===== config.mk =====
export PLATFORM = sky130hd
export DESIGN_NAME = fpbp_top
export DESIGN_NICKNAME = d
export VERILOG_FILES = /design/src/pkg/fpbp_pkg.sv /design/src/design/fpbp_top.sv
export SDC_FILE = /design/constraint.sdc
export NUM_CORES = 1
export LEC_CHECK = 0
export BUFFER_PORTS_ARGS = -buffer_cell sky130_fd_sc_hd__buf_2
export CAP_MARGIN = 5
export CORE_UTILIZATION = 30
export CTS_CLUSTER_SIZE = 25
export DETAILED_ROUTE_END_ITERATION = 7
export PLACE_DENSITY = 0.48
export SETUP_SLACK_MARGIN = 0.2
export SYNTH_ARGS = -nofsm -noshare
export SYNTH_HDL_FRONTEND = slang
export SYNTH_SLANG_ARGS = --single-unit

===== constraint.sdc =====
create_clock -name pclk -period 2.64 [get_ports pclk]
set_clock_uncertainty 0.2 [all_clocks]
set_input_delay 0.396 -clock pclk [delete_from_list [all_inputs] [get_ports pclk]]
set_output_delay 0.396 -clock pclk [all_outputs]
set_load 0.01 [all_outputs]

===== src/pkg/fpbp_pkg.sv =====
// Constants and types for the flash page buffer programmer
// Functional notes
// - Clear command wipes buffer and flags
// - Command write clears status; reads return status
// - Data write stores byte, sets flag
// - Address low six bits auto-increment, wrap
// - Any rewritten address position is honoured
// - Page from high/low; only flagged bytes change
// - Erase-program command starts cycle, stalls processor
// - Status valid when idle state ends
// - Interrupt aborts cycle, sets interrupted flag
// - Cycle lasts 4 ms: 2 erase, 2 program
// - Brown-out blocks erase and program
// - 64-byte pages, 1 to 64 bytes
// - Secured sectors refuse erase-program
// - Status at e4h, reset zero, bits 3:0
// - Secured target sets security violation flag
// - Interrupt or brown-out sets high-voltage abort
`default_nettype none
package fpbp_pkg;
   // ----------------------------------------------------------------
   // Register map (byte addresses)
   // ----------------------------------------------------------------
   localparam logic [7:0] FPBP_CMDSTAT_OFS = 8'he4;
   localparam logic [7:0] FPBP_ADRL_OFS    = 8'he8;
   localparam logic [7:0] FPBP_ADRH_OFS    = 8'hec;
   localparam logic [7:0] FPBP_WDATA_OFS   = 8'hf0;
   localparam logic [7:0] FPBP_SECURE_OFS  = 8'hf4;
   localparam logic [7:0] FPBP_CMDSTAT_RST = 8'h00;
   localparam logic [7:0] FPBP_ADR_RST     = 8'h00;
   localparam logic [7:0] FPBP_SECURE_RST  = 8'h00;
   // ----------------------------------------------------------------
   // Commands and status bit positions
   // ----------------------------------------------------------------
   localparam logic [7:0] FPBP_CMD_LOAD    = 8'h00;
   localparam logic [7:0] FPBP_CMD_EP      = 8'h68;
   localparam int         FPBP_OI_BIT      = 0;
   localparam int         FPBP_SV_BIT      = 1;
   localparam int         FPBP_HVE_BIT     = 2;
   localparam int         FPBP_HVA_BIT     = 3;
   localparam int         FPBP_PAGE_BYTES  = 64;
   localparam int         FPBP_PAGES_PER_SECTOR = 16;
   // ----------------------------------------------------------------
   // Timing
   // ----------------------------------------------------------------
   localparam int         FPBP_CLK_HZ      = 40000000;
   localparam int         FPBP_ERASE_MS    = 2;
   localparam int         FPBP_PROG_MS     = 2;
   localparam int         FPBP_ERASE_CYC   = FPBP_CLK_HZ / 1000 * FPBP_ERASE_MS;
   localparam int         FPBP_PROG_CYC    = FPBP_CLK_HZ / 1000 * FPBP_PROG_MS;

   typedef enum logic [1:0] {
      FPBP_IDLE  = 2'b00,
      FPBP_ERASE = 2'b01,
      FPBP_PROG  = 2'b10
   } fpbp_state_type;

   typedef struct packed {
      logic [7:0] adr_high;
      logic [7:0] adr_low;
   } fpbp_page_type;
endpackage
`default_nettype wire


===== src/design/fpbp_top.sv =====
// Flash page buffer programmer: APB registers, page buffer and cycle timing
//
// The APB register port was chosen for this implementation.
`timescale 1ns/1ps
`default_nettype none
module fpbp_top
   import fpbp_pkg::*;
#(
   parameter int ERASE_CYC = FPBP_ERASE_CYC,
   parameter int PROG_CYC  = FPBP_PROG_CYC
) (
   input  wire logic        pclk,
   input  wire logic        presetn,
   input  wire logic        psel,
   input  wire logic        penable,
   input  wire logic        pwrite,
   input  wire logic [7:0]  paddr,
   input  wire logic [31:0] pwdata,
   output logic [31:0]      prdata,
   output logic             pready,
   output logic             pslverr,
   input  wire logic        irq_pending,
   input  wire logic        flash_brownout_detect,
   input  wire logic        hv_generator_error,
   output logic             cpu_program_idle,
   output logic             flash_erase_en,
   output logic             flash_program_en,
   output logic [7:0]       flash_byte_index,
   output logic [7:0]       flash_byte_data,
   output logic             flash_byte_we,
   output logic [15:0]      flash_page_addr
);
   // ----------------------------------------------------------------
   // Storage
   // ----------------------------------------------------------------
   logic [7:0]     buf_q [FPBP_PAGE_BYTES];
   logic [63:0]    upd_q;
   logic [7:0]     adrl_q;
   logic [7:0]     adrh_q;
   logic [7:0]     secure_q;
   logic [3:0]     stat_q;
   fpbp_state_type st_q;
   logic [22:0]    cnt_q;
   logic [6:0]     idx_q;

   // ----------------------------------------------------------------
   // Bus decode
   // ----------------------------------------------------------------
   function automatic logic hit(input logic [7:0] a, input logic [7:0] ofs);
      return a == ofs;
   endfunction

   wire logic busy   = (st_q != FPBP_IDLE);
   // Access counts only at the edge where pready is seen high
   wire logic acc    = psel & penable & pready;
   wire logic wr     = acc & pwrite;
   wire logic wr_cmd = wr & hit(paddr, FPBP_CMDSTAT_OFS);
   wire logic wr_adl = wr & hit(paddr, FPBP_ADRL_OFS) & ~busy;
   wire logic wr_adh = wr & hit(paddr, FPBP_ADRH_OFS) & ~busy;
   wire logic wr_dat = wr & hit(paddr, FPBP_WDATA_OFS) & ~busy;
   wire logic wr_sec = wr & hit(paddr, FPBP_SECURE_OFS) & ~busy;
   wire logic mapped = hit(paddr, FPBP_CMDSTAT_OFS) | hit(paddr, FPBP_ADRL_OFS)
                     | hit(paddr, FPBP_ADRH_OFS) | hit(paddr, FPBP_WDATA_OFS)
                     | hit(paddr, FPBP_SECURE_OFS);
   wire logic cmd_load = wr_cmd & ~busy & (pwdata[7:0] == FPBP_CMD_LOAD);
   wire logic cmd_ep   = wr_cmd & ~busy & (pwdata[7:0] == FPBP_CMD_EP);
   // Sixteen pages per sector; sectors above the mask width stay locked
   wire logic [5:0] sector = adrh_q[7:2];
   wire logic sec_blocked  = secure_q[sector[2:0]] | (sector[5:3] != 3'h0);
   wire logic abort_ev = irq_pending | flash_brownout_detect;
   wire logic cnt_done = (cnt_q == 23'h000000);

   // ----------------------------------------------------------------
   // APB answer: zero wait, error on unmapped
   // ----------------------------------------------------------------
   always_ff @(posedge pclk or negedge presetn) begin
      if (!presetn) begin
         prdata  <= 32'h00000000;
         pready  <= 1'b0;
         pslverr <= 1'b0;
      end else begin
         pready  <= psel & ~penable;
         pslverr <= psel & ~penable & ~mapped;
         prdata  <= 32'h00000000;
         if (psel & ~penable & ~pwrite) begin
            if (hit(paddr, FPBP_CMDSTAT_OFS))
               prdata <= {28'h0000000, stat_q};
            else if (hit(paddr, FPBP_ADRL_OFS))
               prdata <= {24'h000000, adrl_q};
            else if (hit(paddr, FPBP_ADRH_OFS))
               prdata <= {24'h000000, adrh_q};
            else if (hit(paddr, FPBP_SECURE_OFS))
               prdata <= {24'h000000, secure_q};
         end
      end
   end

   // ----------------------------------------------------------------
   // Address registers
   // ----------------------------------------------------------------
   always_ff @(posedge pclk or negedge presetn) begin
      if (!presetn) begin
         adrl_q   <= FPBP_ADR_RST;
         adrh_q   <= FPBP_ADR_RST;
         secure_q <= FPBP_SECURE_RST;
      end else begin
         if (wr_adl)
            adrl_q <= pwdata[7:0];
         else if (wr_dat)
            adrl_q <= {adrl_q[7:6], adrl_q[5:0] + 6'h01};
         if (wr_adh)
            adrh_q <= pwdata[7:0];
         if (wr_sec)
            secure_q <= pwdata[7:0];
      end
   end

   // ----------------------------------------------------------------
   // Page buffer and update flags
   // ----------------------------------------------------------------
   genvar g;
   generate
      for (g = 0; g < FPBP_PAGE_BYTES; g++) begin : g_buf
         always_ff @(posedge pclk or negedge presetn) begin
            if (!presetn) begin
               buf_q[g] <= 8'h00;
               upd_q[g] <= 1'b0;
            end else if (cmd_load) begin
               buf_q[g] <= 8'h00;
               upd_q[g] <= 1'b0;
            end else if (wr_dat && adrl_q[5:0] == 6'(g)) begin
               buf_q[g] <= pwdata[7:0];
               upd_q[g] <= 1'b1;
            end
         end
      end
   endgenerate

   // ----------------------------------------------------------------
   // Cycle sequencer
   // ----------------------------------------------------------------
   wire logic start_ok = cmd_ep & ~flash_brownout_detect & ~sec_blocked;

   always_ff @(posedge pclk or negedge presetn) begin
      if (!presetn) begin
         st_q  <= FPBP_IDLE;
         cnt_q <= 23'h000000;
         idx_q <= 7'h00;
      end else begin
         case (st_q)
            FPBP_IDLE: begin
               if (start_ok) begin
                  st_q  <= FPBP_ERASE;
                  cnt_q <= 23'(ERASE_CYC - 1);
                  idx_q <= 7'h00;
               end
            end
            FPBP_ERASE: begin
               if (abort_ev)
                  st_q <= FPBP_IDLE;
               else if (cnt_done) begin
                  st_q  <= FPBP_PROG;
                  cnt_q <= 23'(PROG_CYC - 1);
               end else
                  cnt_q <= cnt_q - 23'h000001;
            end
            FPBP_PROG: begin
               // Byte walk must fit inside the program phase
               if (idx_q < 7'h40)
                  idx_q <= idx_q + 7'h01;
               if (abort_ev || cnt_done)
                  st_q <= FPBP_IDLE;
               else
                  cnt_q <= cnt_q - 23'h000001;
            end
            default: st_q <= FPBP_IDLE;
         endcase
      end
   end

   // ----------------------------------------------------------------
   // Status: command write clears, events set (set wins)
   // ----------------------------------------------------------------
   always_ff @(posedge pclk or negedge presetn) begin
      if (!presetn) begin
         stat_q <= FPBP_CMDSTAT_RST[3:0];
      end else begin
         logic [3:0] s;
         s = wr_cmd ? 4'h0 : stat_q;
         if (cmd_ep && sec_blocked)
            s[FPBP_SV_BIT] = 1'b1;
         if (cmd_ep && flash_brownout_detect)
            s[FPBP_HVA_BIT] = 1'b1;
         if (busy && irq_pending)
            s[FPBP_OI_BIT] = 1'b1;
         if (busy && abort_ev)
            s[FPBP_HVA_BIT] = 1'b1;
         if (busy && hv_generator_error)
            s[FPBP_HVE_BIT] = 1'b1;
         stat_q <= s;
      end
   end

   // ----------------------------------------------------------------
   // Flash array drive: only flagged bytes are written
   // ----------------------------------------------------------------
   always_ff @(posedge pclk or negedge presetn) begin
      if (!presetn) begin
         cpu_program_idle <= 1'b0;
         flash_erase_en   <= 1'b0;
         flash_program_en <= 1'b0;
         flash_byte_index <= 8'h00;
         flash_byte_data  <= 8'h00;
         flash_byte_we    <= 1'b0;
         flash_page_addr  <= 16'h0000;
      end else begin
         cpu_program_idle <= (st_q == FPBP_IDLE) ? start_ok
                           : ~(abort_ev | (cnt_done & st_q == FPBP_PROG));
         flash_erase_en   <= (st_q == FPBP_ERASE) & ~abort_ev;
         flash_program_en <= (st_q == FPBP_PROG) & ~abort_ev;
         flash_page_addr  <= {adrh_q, adrl_q[7:6], 6'h00};
         flash_byte_index <= {2'b00, idx_q[5:0]};
         flash_byte_data  <= buf_q[idx_q[5:0]];
         flash_byte_we    <= (st_q == FPBP_PROG) & ~idx_q[6] & upd_q[idx_q[5:0]]
                           & ~abort_ev;
      end
   end
endmodule
`default_nettype wire


==> results.ini <==
[clocking]
clkLatencyLatePin_ns = 0.65
htreeDepth = 3
tritoncts = built
cts_buffer_depth = 3
clock-root-buffer = clkbuf_16
cts_sinks = 674
cts_buffers = 80
path_clk_slew_ns = 0.06

[floorplanning]
initial_core_util_pct = 30.22
die_area_um2 = 112700
core_um2 = 110500
die_y_um = 335.7
core.rowCount = 122
ios = 118
die_w_um = 335.7

[worst_setup_path]
worst-r2r-setup-slack_ns = -0.08
r2r-start = idx_q[0]
timing.rr.end = flash_byte_data[6]
critPathCaptureType = flip-flop
critical_path.top_delay_family = multiplexers
path_class = reg2reg
cp_slowest_cell = or4_1
cp_max_fo = 14
cp-start-kind = flip-flop
crit_top_cell = buf_12
worst-path-buf-inv = 2
worstPathArrival_ns = 3.03
r2r_cells = 6
cp.required_ns = 2.95
cp_cell_sequence = buf_12, buf_12, mux4_2, mux2i_1, o22ai_2, or4_1
slowest_delay_ns = 0.52

[logic_synthesis]
syn_area_um2 = 33400
avgSynthCellArea_um2 = 10.50
synth_seq_area_share_pct = 50.49
synth_flop_cell = dfrtp_1
synth_edf_count = 0
netlist_instances = 3180
ys_async_sr_fraction_pct = 100.0
yosysWarningCount = 0
synth.distinct_cells = 75
yosys_register_bits = 674

[timing]
worst_pin_slew_ns = 0.8627
setup-tns-final_ns = -0.4485
relSlewSlack_pct = 42.48
finalMaxSlewViolations = 0
finalSetupViolCount = 9
rsz0062_at_grt = yes
min_period_ns = 2.718
fmax_ghz = 0.3679
holdWs_ns = 0.03964
final.period_utilization_pct = 103.0
finalHoldViolations = 0
layout_setup_ws_ns = -0.07834

[placed_design]
placed_cells = 4810
dp_hpwl_um = 71870
post-place-ws_ns = -0.1526
gp_congestion = 0.8653
numPortBuffers = 61

[drt]
finalWirelength_um = 107600
vias = 25230
first_iter_violations = 1717
vias_per_cell = 5.054
drc_errors = 0
ant_nets = 0
detail_route.first_pass.iterations = 5
wire_per_inst_um = 21.56

[global_routing]
grt_antenna_before_repair = 0
grt_start_max_net_pins = 78
grt_pass1_wl_um = 165900
grt_pass1_vias = 25400
overflow = 0
grt_util_all_layers_pct = 19.30

[layout]
final_core_util_pct = 37.00
area.sequential_um2 = 16880
stdcell_count = 4992
drive_gt1_share_pct = 25.35
multiInputGateArea_um2 = 15550
area_growth_syn_to_layout_pct = 22.42
fill_cells = 11000
nNetsFinal = 3501

[power_and_ir_drop]
powerDensity_nw_per_um2 = 582.1
total_leakage_power_nw = 18.32
ir_drop_mv = 0.4798

[flow_run]
max-cap-violations = 0

[min_path]
hp-class = in2async

[outcome]
status = finished with violations
failed_checks = negative setup slack

## flip-flops by register name, summed over array words and instances (netlist names), 4 cells and up
| signal | flops |
|---|---|
| buf_q | 512 |
| upd_q | 64 |
| cnt_q | 23 |
| flash_page_addr | 10 |
| adrh_q | 8 |
| adrl_q | 8 |
| flash_byte_data | 8 |
| prdata | 8 |
| secure_q | 8 |
| idx_q | 7 |
| flash_byte_index | 6 |
| stat_q | 4 |
## synthesized netlist by cell type, types with 18 or more instances
master | count | area share, %
o21ai_0 | 297 | 4.5
o22ai_1 | 34 | 0.64
mux2_1 | 68 | 2.3
nand3_1 | 21 | 0.31
clkbuf_1 | 130 | 1.5
nor3_1 | 21 | 0.31
dfrtp_1 | 674 | 50
mux2_2 | 80 | 2.7
nand2_1 | 826 | 9.3
nor2_1 | 276 | 3.1
inv_1 | 18 | 0.20
buf_4 | 45 | 1.0
a21oi_1 | 24 | 0.36
mux2i_1 | 73 | 2.2
o21ai_1 | 101 | 1.5
mux4_2 | 145 | 9.8
buf_2 | 59 | 0.88
nor4_4 | 50 | 3.2
## worst register-to-register path: stages, from the launching register on
cell	delay, ns
dfrtp_4	0.51
buf_12	0.20
buf_12	0.16
mux4_2	0.51
mux2i_1	0.32
o22ai_2	0.18
or4_1	0.52
## repair_timing
action / in CTS / in global routing
gates cloned: 3 / 0
hold endpoints to repair: 339 / 0
resized for setup: 37 / 29
buffers inserted: 6 / 19
pin swaps: 2 / 3
hold buffers: 10 / 0
setup endpoints to repair: 542 / 436
## cell usage in the layout (no fill, tap or decap), types with 16 or more instances in the layout
cell type and instances:
inv_1 16, mux2_2 80, clkbuf_8 17, mux2i_1 56, mux4_2 145, conb_1 32, dfrtp_1 668, mux2_1 68
nor2_1 269, buf_12 66, o22ai_1 26, nand3_1 21, nor4_4 55, nand2_1 824, o21ai_1 101, buf_2 60
nor3_1 21, a21oi_1 24, clkinv_2 16, o21ai_0 297, clkbuf_16 84, buf_4 264, clkbuf_1 19
## through the flow
step	cell area, µm²	total power, mW
CTS	40640	24.06
floorplan	33520	11.82
detailed placement	37550	12.70
global placement	37550	12.70
global route	40890	24.71
finish	40890	23.80
## logic make-up (layout without fill, tap and decap cells)
logic type | count (synthesis) | count (layout) | synth area share (%)
multiplexers | 366 | 366 | 16.95
AO/OA/AOI/OAI | 552 | 552 | 9.331
other | 1 | 33 | 0.01123
adder cells (fa/ha/maj) | 11 | 11 | 0.4120
flip-flops | 674 | 674 | 50.49
AND/OR/NAND/NOR | 1295 | 1295 | 18.61
buffers and inverters | 281 | 573 | 4.184
## worst max-delay path by stage
stage / start / endpoint / slack (ns) / depth (start not counted)
3_5_place_dp: idx_q[0] / flash_byte_data[3] / -0.15 / 6
2_1_floorplan: st_q[1] / adrh_q[0] / 0.25 / 8
5_1_grt: idx_q[0] / flash_byte_data[3] / -0.15 / 6
4_1_cts: idx_q[0] / flash_byte_data[5] / -0.10 / 8
6_report: idx_q[0] / flash_byte_data[6] / -0.08 / 6
3_3_place_gp: idx_q[0] / flash_byte_data[3] / -0.14 / 6
## report_power, final
part	leakage [nW]	switching (mW)	internal, mW	total (mW)
logic	7.65	1.27	0.702	1.98
clock network	1.31	4.57	6.68	11.3
registers	9.35	0.133	10.4	10.6
## layout make-up
type,count,area share (%)
multi-input cells,2256,38.03
flip-flops and latches,674,41.29
clock inverters,23,0.5722
well taps,1488,4.553
diodes,1,0.006120
clock buffers,120,5.887
inverters,21,0.1928
repair buffers,409,9.474
## per-layer routing
| metal | up-vias | global-route usage [%] | share of wire, % |
|---|---|---|---|
| li1 | 11600 | - | - |
| met1 | 12870 | 27.62 | 47 |
| met2 | 643 | 30.01 | 46 |
| met3 | 124 | 3.182 | 5.2 |
| met4 | 0 | 5.237 | 2.1 |
| met5 | - | 0 | 0 |
Power figures use the tool's default switching activity.
